<file path="src/logic/isu_defines.svh">
// Summary of operation
// Frame is 8N1 at 115200 baud.
// Data and control registers at fixed addresses.
// Received characters enter a 256-entry queue.
// Data bits 23:16 show receive fill count.
// Character arriving at full receive queue is dropped.
// Data bit 15 flags a readable character.
// Data read pops oldest, returns decremented count.
// Empty read shows valid clear, character undefined.
// Data write pushes character into transmit queue.
// Data write leaves receive side untouched.
// Control bits 23:16 show transmit free count.
// Write to full transmit queue is dropped.
// Control holds receive and transmit interrupt enables.
// Interrupts assert while count exceeds 31.
// Pending bits follow their queue conditions.
// Idle transmitter sends next queued character.
// Receiver centre-samples, needs high stop bit.
`ifndef ISU_DEFINES_SVH
`define ISU_DEFINES_SVH

// ----------------------------------------------------------------
// Register byte addresses
// ----------------------------------------------------------------
`define ISU_DATA_ADDR     32'hFF201020
`define ISU_CTRL_ADDR     32'hFF201024
`define ISU_EVT_STAT_ADDR 32'hFF201028
`define ISU_EVT_MASK_ADDR 32'hFF20102C

// ----------------------------------------------------------------
// Field positions
// ----------------------------------------------------------------
`define ISU_CHAR_MSB      7
`define ISU_RVALID_BIT    15
`define ISU_COUNT_LSB     16
`define ISU_COUNT_MSB     23
`define ISU_RX_IRQ_EN_BIT 0
`define ISU_TX_IRQ_EN_BIT 1
`define ISU_RX_IRQ_PD_BIT 8
`define ISU_TX_IRQ_PD_BIT 9
`define ISU_EVT_RX_OVF    0
`define ISU_EVT_TX_DROP   1
`define ISU_EVT_FRAME     2
`define ISU_EVT_W         3

// ----------------------------------------------------------------
// Reset values, thresholds and timing
// ----------------------------------------------------------------
`define ISU_IRQ_EN_RESET  1'h0
`define ISU_EVT_RESET     3'h0
`define ISU_IRQ_LEVEL     9'h01F
`define ISU_QUEUE_AW      8
`define ISU_CLK_HZ        20000000
`define ISU_BAUD          115200

`endif

</file>
<file path="src/logic/isu_pkg.sv">
package isu_pkg;

  // Transmitter sequencing.
  typedef enum logic [1:0] {TX_IDLE, TX_START, TX_DATA, TX_STOP} isu_tx_state_t;

  // Receiver sequencing.
  typedef enum logic [1:0] {RX_IDLE, RX_START, RX_DATA, RX_STOP} isu_rx_state_t;

endpackage

</file>
<file path="src/logic/isu_fifo_if.sv">
interface isu_fifo_if #(
  parameter int WIDTH = 8,
  parameter int AW    = 8
);
  logic             push;
  logic [WIDTH-1:0] push_data;
  logic             pop;
  logic [WIDTH-1:0] head;
  logic             full;
  logic             empty;
  logic [AW:0]      count;

  modport owner (output push, push_data, pop, input head, full, empty, count);
  modport queue (input push, push_data, pop, output head, full, empty, count);
endinterface

</file>
<file path="src/logic/isu_serial_port.sv">
// Chosen here: register access over APB.
`include "isu_defines.svh"

module isu_serial_port #(
  parameter int CLK_HZ = `ISU_CLK_HZ,
  parameter int BAUD   = `ISU_BAUD,
  parameter int AW     = `ISU_QUEUE_AW
) (
  input  logic        pclk,
  input  logic        presetn,
  input  logic        psel,
  input  logic        penable,
  input  logic        pwrite,
  input  logic [31:0] paddr,
  input  logic [31:0] pwdata,
  input  logic [3:0]  pstrb,
  output logic [31:0] prdata,
  output logic        pready,
  output logic        pslverr,
  output logic        irq,
  input  logic        irda_rxd,
  output logic        irda_txd
);
  import isu_pkg::*;

  // ----------------------------------------------------------------
  // Bit timing
  // ----------------------------------------------------------------
  // Nearest whole cycle per bit keeps the rate error under one percent.
  localparam int          BIT_CYC = (CLK_HZ + BAUD / 2) / BAUD;
  localparam int          CW      = $clog2(BIT_CYC + 1);
  localparam logic [CW-1:0] BIT_LD  = CW'(BIT_CYC - 1);
  localparam logic [CW-1:0] HALF_LD = CW'(BIT_CYC / 2 - 1);
  localparam logic [AW:0] DEPTH   = (AW+1)'(1) << AW;

  isu_fifo_if #(.WIDTH(8), .AW(AW)) rx_q ();
  isu_fifo_if #(.WIDTH(8), .AW(AW)) tx_q ();

  logic                  ack;
  logic                  rd_pop;
  logic                  err;
  logic                  acc_first;
  logic                  done;
  logic                  hit_data;
  logic                  hit_ctrl;
  logic                  hit_stat;
  logic                  hit_mask;
  logic                  reg_hit;
  logic                  rx_irq_enable;
  logic                  tx_irq_enable;
  logic                  rx_irq_pending;
  logic                  tx_irq_pending;
  logic [`ISU_EVT_W-1:0] evt_stat;
  logic [`ISU_EVT_W-1:0] evt_mask;
  logic [`ISU_EVT_W-1:0] evt_set;
  logic [AW:0]           rx_after;
  logic [AW:0]           tx_free;
  logic [31:0]           rd_value;
  logic                  rxd_meta;
  logic                  rxd_s;
  logic                  rxd_prev;
  isu_rx_state_t         rx_state;
  logic [CW-1:0]         rx_cnt;
  logic [2:0]            rx_idx;
  logic [7:0]            rx_shift;
  logic                  rx_stop_sample;
  isu_tx_state_t         tx_state;
  logic [CW-1:0]         tx_cnt;
  logic [2:0]            tx_idx;
  logic [7:0]            tx_shift;

  // Counts of 256 do not fit the 8-bit fields, so they read as 255.
  function automatic logic [7:0] sat8(input logic [AW:0] c);
    sat8 = (c > (AW+1)'(8'hFF)) ? 8'hFF : c[7:0];
  endfunction

  // ----------------------------------------------------------------
  // Queues
  // ----------------------------------------------------------------
  isu_fifo #(.WIDTH(8), .AW(AW)) u_rx_fifo (
    .pclk    (pclk),
    .presetn (presetn),
    .q       (rx_q.queue)
  );

  isu_fifo #(.WIDTH(8), .AW(AW)) u_tx_fifo (
    .pclk    (pclk),
    .presetn (presetn),
    .q       (tx_q.queue)
  );

  // ----------------------------------------------------------------
  // APB decode
  // ----------------------------------------------------------------
  // Every transfer waits one cycle so that read data comes from a flop.
  assign acc_first = psel && penable && !ack;
  assign done      = psel && penable && ack;
  assign hit_data  = (paddr == `ISU_DATA_ADDR);
  assign hit_ctrl  = (paddr == `ISU_CTRL_ADDR);
  assign hit_stat  = (paddr == `ISU_EVT_STAT_ADDR);
  assign hit_mask  = (paddr == `ISU_EVT_MASK_ADDR);
  assign reg_hit   = hit_data || hit_ctrl || hit_stat || hit_mask;
  assign pready    = ack;
  assign pslverr   = ack && err;

  // Count reported with a read is the one left after this read's pop.
  assign rx_after = rx_q.empty ? rx_q.count : rx_q.count - (AW+1)'(1'h1);
  assign tx_free  = DEPTH - tx_q.count;

  // Pending bits are levels that drop as soon as the receive count or transmit free count falls back to the threshold.
  assign rx_irq_pending = rx_irq_enable && (rx_q.count > `ISU_IRQ_LEVEL);
  assign tx_irq_pending = tx_irq_enable && (tx_free > `ISU_IRQ_LEVEL);

  // Read multiplexer, sampled into prdata in the first access cycle.
  always_comb
  begin
    rd_value = 32'h00000000;
    if (hit_data)
    begin
      rd_value[`ISU_COUNT_MSB:`ISU_COUNT_LSB] = sat8(rx_after);
      rd_value[`ISU_RVALID_BIT]               = !rx_q.empty;
      rd_value[`ISU_CHAR_MSB:0]               = rx_q.head;
    end
    else if (hit_ctrl)
    begin
      rd_value[`ISU_COUNT_MSB:`ISU_COUNT_LSB] = sat8(tx_free);
      rd_value[`ISU_TX_IRQ_PD_BIT]            = tx_irq_pending;
      rd_value[`ISU_RX_IRQ_PD_BIT]            = rx_irq_pending;
      rd_value[`ISU_TX_IRQ_EN_BIT]            = tx_irq_enable;
      rd_value[`ISU_RX_IRQ_EN_BIT]            = rx_irq_enable;
    end
    else if (hit_stat)
    begin
      rd_value[`ISU_EVT_W-1:0] = evt_stat;
    end
    else if (hit_mask)
    begin
      rd_value[`ISU_EVT_W-1:0] = evt_mask;
    end
  end

  // Bus handshake and read capture.
  always_ff @(posedge pclk or negedge presetn)
  begin
    if (!presetn)
    begin
      ack    <= 1'h0;
      rd_pop <= 1'h0;
      err    <= 1'h0;
      prdata <= 32'h00000000;
    end
    else
    begin
      ack <= acc_first;
      if (acc_first)
      begin
        err    <= !reg_hit;
        rd_pop <= !pwrite && hit_data && !rx_q.empty;
        prdata <= pwrite ? 32'h00000000 : rd_value;
      end
    end
  end

  // ----------------------------------------------------------------
  // Queue access from the bus
  // ----------------------------------------------------------------
  // The pop uses the flag caught with the data, so a character that lands
  // between capture and completion is never popped unseen.
  assign rx_q.pop       = done && !pwrite && hit_data && rd_pop;
  assign tx_q.push      = done && pwrite && hit_data && pstrb[0];
  assign tx_q.push_data = pwdata[`ISU_CHAR_MSB:0];

  // ----------------------------------------------------------------
  // Control and event registers
  // ----------------------------------------------------------------
  // Interrupt enables.
  always_ff @(posedge pclk or negedge presetn)
  begin
    if (!presetn)
    begin
      rx_irq_enable <= `ISU_IRQ_EN_RESET;
      tx_irq_enable <= `ISU_IRQ_EN_RESET;
    end
    else if (done && pwrite && hit_ctrl && pstrb[0])
    begin
      rx_irq_enable <= pwdata[`ISU_RX_IRQ_EN_BIT];
      tx_irq_enable <= pwdata[`ISU_TX_IRQ_EN_BIT];
    end
  end

  // Sticky events; a new event in the clearing cycle survives the clear.
  always_comb
  begin
    evt_set                   = '0;
    evt_set[`ISU_EVT_RX_OVF]  = rx_q.push && rx_q.full;
    evt_set[`ISU_EVT_TX_DROP] = tx_q.push && tx_q.full;
    evt_set[`ISU_EVT_FRAME]   = rx_stop_sample && !rxd_s;
  end

  always_ff @(posedge pclk or negedge presetn)
  begin
    if (!presetn)
    begin
      evt_stat <= `ISU_EVT_RESET;
      evt_mask <= `ISU_EVT_RESET;
    end
    else
    begin
      if (done && pwrite && hit_stat && pstrb[0])
      begin
        evt_stat <= (evt_stat & ~pwdata[`ISU_EVT_W-1:0]) | evt_set;
      end
      else
      begin
        evt_stat <= evt_stat | evt_set;
      end
      if (done && pwrite && hit_mask && pstrb[0])
      begin
        evt_mask <= pwdata[`ISU_EVT_W-1:0];
      end
    end
  end

  // Single level interrupt, registered to keep the output glitch free.
  always_ff @(posedge pclk or negedge presetn)
  begin
    if (!presetn)
    begin
      irq <= 1'h0;
    end
    else
    begin
      irq <= rx_irq_pending || tx_irq_pending || |(evt_stat & evt_mask);
    end
  end

  // ----------------------------------------------------------------
  // Receiver
  // ----------------------------------------------------------------
  // Two-flop synchroniser; the line idles high.
  always_ff @(posedge pclk or negedge presetn)
  begin
    if (!presetn)
    begin
      rxd_meta <= 1'h1;
      rxd_s    <= 1'h1;
      rxd_prev <= 1'h1;
    end
    else
    begin
      rxd_meta <= irda_rxd;
      rxd_s    <= rxd_meta;
      rxd_prev <= rxd_s;
    end
  end

  assign rx_stop_sample = (rx_state == RX_STOP) && (rx_cnt == '0);
  assign rx_q.push      = rx_stop_sample && rxd_s;
  assign rx_q.push_data = rx_shift;

  // Start edge, half-bit recheck, then one sample per bit at its centre.
  always_ff @(posedge pclk or negedge presetn)
  begin
    if (!presetn)
    begin
      rx_state <= RX_IDLE;
      rx_cnt   <= '0;
      rx_idx   <= 3'h0;
      rx_shift <= 8'h00;
    end
    else
    begin
      case (rx_state)
        RX_IDLE:
        begin
          if (rxd_prev && !rxd_s)
          begin
            rx_cnt   <= HALF_LD;
            rx_state <= RX_START;
          end
        end
        RX_START:
        begin
          if (rx_cnt != '0)
          begin
            rx_cnt <= rx_cnt - 1'b1;
          end
          else if (!rxd_s)
          begin
            rx_cnt   <= BIT_LD;
            rx_idx   <= 3'h0;
            rx_state <= RX_DATA;
          end
          else
          begin
            rx_state <= RX_IDLE; // Glitch shorter than half a bit.
          end
        end
        RX_DATA:
        begin
          if (rx_cnt != '0)
          begin
            rx_cnt <= rx_cnt - 1'b1;
          end
          else
          begin
            rx_shift <= {rxd_s, rx_shift[7:1]};
            rx_cnt   <= BIT_LD;
            rx_idx   <= rx_idx + 1'b1;
            if (rx_idx == 3'h7)
            begin
              rx_state <= RX_STOP;
            end
          end
        end
        RX_STOP:
        begin
          if (rx_cnt != '0)
          begin
            rx_cnt <= rx_cnt - 1'b1;
          end
          else
          begin
            rx_state <= RX_IDLE;
          end
        end
        default:
        begin
          rx_state <= RX_IDLE;
        end
      endcase
    end
  end

  // ----------------------------------------------------------------
  // Transmitter
  // ----------------------------------------------------------------
  assign tx_q.pop = (tx_state == TX_IDLE) && !tx_q.empty;

  // Start bit, eight data bits LSB first, one stop bit.
  always_ff @(posedge pclk or negedge presetn)
  begin
    if (!presetn)
    begin
      tx_state <= TX_IDLE;
      tx_cnt   <= '0;
      tx_idx   <= 3'h0;
      tx_shift <= 8'h00;
      irda_txd <= 1'h1;
    end
    else
    begin
      case (tx_state)
        TX_IDLE:
        begin
          if (!tx_q.empty)
          begin
            tx_shift <= tx_q.head;
            irda_txd <= 1'h0;
            tx_cnt   <= BIT_LD;
            tx_state <= TX_START;
          end
        end
        TX_START:
        begin
          if (tx_cnt != '0)
          begin
            tx_cnt <= tx_cnt - 1'b1;
          end
          else
          begin
            irda_txd <= tx_shift[0];
            tx_shift <= {1'h0, tx_shift[7:1]};
            tx_idx   <= 3'h0;
            tx_cnt   <= BIT_LD;
            tx_state <= TX_DATA;
          end
        end
        TX_DATA:
        begin
          if (tx_cnt != '0)
          begin
            tx_cnt <= tx_cnt - 1'b1;
          end
          else
          begin
            tx_cnt <= BIT_LD;
            if (tx_idx == 3'h7)
            begin
              irda_txd <= 1'h1;
              tx_state <= TX_STOP;
            end
            else
            begin
              irda_txd <= tx_shift[0];
              tx_shift <= {1'h0, tx_shift[7:1]};
              tx_idx   <= tx_idx + 1'b1;
            end
          end
        end
        TX_STOP:
        begin
          if (tx_cnt != '0)
          begin
            tx_cnt <= tx_cnt - 1'b1;
          end
          else
          begin
            tx_state <= TX_IDLE;
          end
        end
        default:
        begin
          tx_state <= TX_IDLE;
        end
      endcase
    end
  end
endmodule

</file>
<file path="src/logic/isu_fifo.sv">
module isu_fifo #(
  parameter int WIDTH = 8,
  parameter int AW    = 8
) (
  input logic         pclk,
  input logic         presetn,
  isu_fifo_if.queue   q
);
  import isu_pkg::*;

  localparam logic [AW:0] DEPTH = (AW+1)'(1) << AW;

  logic [WIDTH-1:0] mem [2**AW];
  logic [AW-1:0]    wr_ptr;
  logic [AW-1:0]    rd_ptr;
  logic [AW:0]      count;
  logic             push_ok;
  logic             pop_ok;

  // A push into a full queue is refused here, so stored contents never change.
  assign push_ok = q.push && (count != DEPTH);
  assign pop_ok  = q.pop && (count != '0);

  // Storage has no reset; only slots under the count are ever read as valid.
  always_ff @(posedge pclk)
  begin
    if (push_ok)
    begin
      mem[wr_ptr] <= q.push_data;
    end
  end

  // Pointers and occupancy.
  always_ff @(posedge pclk or negedge presetn)
  begin
    if (!presetn)
    begin
      wr_ptr <= '0;
      rd_ptr <= '0;
      count  <= '0;
    end
    else
    begin
      if (push_ok)
      begin
        wr_ptr <= wr_ptr + 1'b1;
      end
      if (pop_ok)
      begin
        rd_ptr <= rd_ptr + 1'b1;
      end
      count <= count + (AW+1)'(push_ok) - (AW+1)'(pop_ok);
    end
  end

  // Status toward the owner.
  assign q.head  = mem[rd_ptr];
  assign q.count = count;
  assign q.full  = (count == DEPTH);
  assign q.empty = (count == '0);
endmodule

</file>
<file path="config.mk">
export PLATFORM = sky130hd
export DESIGN_NAME = isu_serial_port
export DESIGN_NICKNAME = d
export VERILOG_FILES = /design/src/logic/isu_pkg.sv /design/src/logic/isu_fifo_if.sv /design/src/logic/isu_serial_port.sv /design/src/logic/isu_fifo.sv
export VERILOG_INCLUDE_DIRS = /design/src /design/src/logic
export SDC_FILE = /design/constraint.sdc
export NUM_CORES = 2
export LEC_CHECK = 0
export BUFFER_PORTS_ARGS = -buffer_cell sky130_fd_sc_hd__buf_2
export CAP_MARGIN = 20
export CORE_UTILIZATION = 35
export CTS_BUF_LIST = sky130_fd_sc_hd__clkbuf_4 sky130_fd_sc_hd__clkbuf_8
export DETAILED_ROUTE_END_ITERATION = 6
export MAX_ROUTING_LAYER = met4
export PLACE_DENSITY_LB_ADDON = 0.3
export SLEW_MARGIN = 25
export SYNTH_ARGS = -nofsm -noshare
export SYNTH_HDL_FRONTEND = slang
export SYNTH_SLANG_ARGS = --single-unit
</file>
<file path="constraint.sdc">
create_clock -name pclk -period 4.2 [get_ports pclk]
set_input_delay 0.42 -clock pclk [delete_from_list [all_inputs] [get_ports pclk]]
set_output_delay 0.42 -clock pclk [all_outputs]
set_load 0.05 [all_outputs]
</file>
==> reports/metrics.yaml <==
outcome:
  status: "complete, no violations"
clocking:
  cts_buffer_depth: 4
  numCtsBuffers: 648
  clkLatencyLatePin_ps: 1250
  clock_sinks: 4223
  cts_max_level: 6
  cts_tree: "done"
  cts-root-buf: "clkbuf_8"
  clk_pin_slew_worst_paths_ps: 60
  post-cts-setup-buffer-count: 0
setup_path:
  rr_endpoint: "u_rx_fifo.mem[197][5]$_DFFE_PP_"
  crit_cells: 21
  worstRegToRegCells: 9
  crit_type: "in -> reg"
  r2r-start: "rx_cnt[3]$_DFFE_PN0P_"
  cp_num_buf_inv: 5
  worstPathMaxFanout: 2
  worst_setup_path_end_kind: "flop"
  r2r_slack_ps: 320
  critPathLaunchType: "primary input"
  crit_path_end: "u_rx_fifo.q.count[8]$_DFF_PN0_"
  cpPeakStageDelay_ps: 590
  path_cells: "dlygate4sd3_1, buf_2, nor4_1, dlygate4sd3_1, nand2_1, dlygate4sd3_1, nor4_4, nand2_1, nor2_2, ha_1, inv_1, ha_1, fa_1, nor2b_1, o21a_1, o21bai_1, a21oi_1, nor2_1, o21bai_1, a21oi_1, xor2_1"
  cp.required_ps: 5310
  crit_family: "buffers and inverters"
  setup.worst_path.start: "paddr[22]"
  worstPathArrival_ps: 5100
  crit_slowest_cell: "dlygate4sd3_1"
  critPathMostFrequentCell: "dlygate4sd3_1"
routing:
  vias_per_cell: 5.293
  dr_total_vias: 83030
  drt_wl_total_um: 436400
  firstDrtPassIters: 6
  wl_per_cell_um: 27.82
  remaining_drc_errors: 0
  drtAntennaViolNets: 0
  drtIter0Drc: 8610
pwr:
  pwr-share-clk: 0.413
  power.share.sequential: 0.565
  p_int_uw: 64580
  cellPowerDensity_mw_per_mm2: 426.7
  max-vdd-ir-drop_v: 0.0003540
  switching_power_uw: 17780
  p_leak_uw: 0.06164
  sw_frac_of_total: 0.2159
  comb_power_share: 0.022
yosys:
  avgSynthCellArea_um2: 21.63
  synth-seq-cells: 4223
  synth_edf_count: 4096
  syn_area_mm2: 0.1662
  ys.flop_type: "edfxtp_1"
  async_reset_ff_frac: 0.03007
  synthCells: 7683
  yosysWarningCount: 0
  ys_seq_area_frac: 0.7594
  ys_types: 86
sta:
  finalSetupViolCount: 0
  worstMarginPinSlew_ps: 1034
  relSlewSlack: 0.3086
  hold_violations: 0
  fmaxAchievable_mhz: 250.8
  drv_slew: 0
  setup_tns_ps: 0
  fin_ws_ps: 212.7
  rsz0062_at_grt: "no"
  fin_crit_sh: 0.9494
  post-route-min-period_ps: 3987
  finalClockSkew_ps: 67.87
  whs_ps: 281.6
flow_run:
  cap_violations: 0
finish:
  area.growth.synth_to_final_pct: 16.16
  drive_gt1_frac: 0.3420
  finalNetCount: 9082
  multiInputGateArea_mm2: 0.03720
  regArea_mm2: 0.1262
  final.fill_count: 41310
global_route:
  grt_pass1_wl_um: 628200
  grt_pass1_vias: 85970
  overflow: 0
  grtUsageTotal: 0.1844
  antenna_found_initial: 12
  grt_max_degree: 141
die:
  start_util: 0.3520
  die_x_um: 691.0
  dieArea_mm2: 0.4775
  placement_rows: 252
  dieHeight_um: 691.0
  num_io_pins: 110
  core-area_mm2: 0.4720
placement:
  gp_congestion: 0.8554
  post-dp-hpwl_um: 272700
  dpl_worst_slack_ps: 349.0
  portBuffers: 69
worst_hold_path:
  hold_path_class: "in -> reg"
power by group through the flow:
stage	logic (uW)	registers (uW)	clock network [uW]
finish	1810	46500	34000
global route	2020	46500	36500
global placement	1720	47400	0
detailed placement	1780	47400	0
floorplan	873	47500	0
CTS	1820	46500	34800
flip-flops by register name, summed over array words and instances (netlist names), 8 cells and up, named ones only:
register and cells:
u_rx_fifo.rd_ptr 8, rx_cnt 8, u_tx_fifo.rd_ptr 8, u_tx_fifo.q.count 9
prdata 19, u_rx_fifo.wr_ptr 8, rx_q.push_data 8, u_tx_fifo.wr_ptr 8
u_tx_fifo.mem 2048, tx_shift 8, u_rx_fifo.q.count 9, tx_cnt 8
u_rx_fifo.mem 2048
metrics by stage:
stage / cell area [um2] / utilization / total power [uW] / std cells
after floorplan: 166200 / - / 48340 / 7695
after global placement: 179800 / 0.3809 / 49090 / 14460
after detailed placement: 179800 / 0.3810 / 49180 / 14470
after CTS: 193000 / 0.4088 / 83110 / 15680
after global routing: 193000 / 0.4089 / 85060 / 15690
final: 193000 / 0.4089 / 82370 / 15690
worst register-to-register path, cell delays in order (launching register included):
cell     delay [ps]
dfrtp_1         420
or4_4           600
nor4b_4         250
nand3_1         240
a21oi_4         240
buf_12          200
nand3_2         610
buf_4           470
nor2_1          320
buf_4           240
synth_stat cells (40+ instances only):
master	number	area share
a21oi_1	81	0.0024
a22oi_1	49	0.0022
buf_2	132	0.0040
buf_4	62	0.0028
buf_6	40	0.0027
clkbuf_1	168	0.0038
dfrtp_1	123	0.019
edfxtp_1	4096	0.74
ha_1	73	0.0055
inv_1	58	0.0013
mux2i_1	194	0.012
mux4_2	1131	0.15
nand2_1	187	0.0042
nand3_1	43	0.0013
nor2_1	602	0.014
o21ai_0	62	0.0019
xnor2_1	48	0.0025
layout by cell type (no fill, tap or decap), drive strengths merged, types with 14 or more instances in the layout:
cell         Yosys  final
nand2b          18     18
clkbuf         168    901
o221ai          37     37
mux4          1146   1146
dfrtp          123    123
nand4           20     20
nor3            28     28
o211ai          17     17
o21ai           80     80
dlygate4sd3      0     37
bufinv           0     15
a22oi           49     49
a21oi           82     82
inv             59     88
and3            14     14
nand2          187    187
edfxtp        4096   4096
mux2            24     24
ha              73     73
nor2b           27     27
clkinv           0    219
mux2i          194    194
xnor2           48     48
o22ai           31     31
a31oi           14     14
buf            277    988
a221oi          20     20
a22o            34     34
nor2           602    602
clkinvlp         0     23
nand3           56     56
worst min-delay path by stage:
stage                             from                          to  cells after the start  slack, ps
finish                        paddr[2]      prdata[23]$_DFFE_PN0P_                      4        280
global route                  paddr[2]      prdata[23]$_DFFE_PN0P_                      4        230
CTS                           paddr[2]      prdata[23]$_DFFE_PN0P_                      4        130
detailed placement  rxd_meta$_DFF_PN1_             rxd_s$_DFF_PN1_                      0        350
global placement    rxd_meta$_DFF_PN1_             rxd_s$_DFF_PN1_                      0        350
floorplan                      presetn  asynchronous set/reset pin                      0        120
cells by family (layout without fill, tap and decap cells):
family / after synthesis / after routing / share of synthesized area
AOI/OAI and AO/OA: 458 / 458 / 0.01934
xor gates and xnor gates: 58 / 58 / 0.003057
adders and majority gates: 75 / 75 / 0.005738
buffers and inverters: 504 / 2271 / 0.01736
DFF: 4223 / 4223 / 0.7594
muxes: 1364 / 1364 / 0.1690
other: 1 / 14 / 0.00002257
and+or+nand+nor: 1000 / 1000 / 0.02614
metal layers:
| layer | GRT usage | up-vias | part of all wire |
|---|---|---|---|
| li1 | - | 34640 | - |
| met4 | 0.05690 | 0 | 0.031 |
| met3 | 0.02821 | 699 | 0.063 |
| met2 | 0.2966 | 3213 | 0.49 |
| met5 | - | - | 0 |
| met1 | 0.2429 | 44480 | 0.41 |
final cells by class:
cell class                      instances  share of cell area
Sequential cell                      4223              0.6540
Multi-Input combinational cell       2968              0.1927
Clock buffer                          893             0.05625
Timing Repair Buffer                 1033             0.04576
Tap cell                             6223             0.04034
Clock inverter                        286            0.009704
Inverter                               59            0.001173
Antenna cell                            1          0.00001296
repair_timing:
action / CTS / global route
resized for setup: 0 / 2
endpoints found under the hold margin: 834 / 0
setup endpoints to repair: 0 / 34
hold buffers: 38 / 0
No activity file was read; power rests on OpenSTA's default activity.
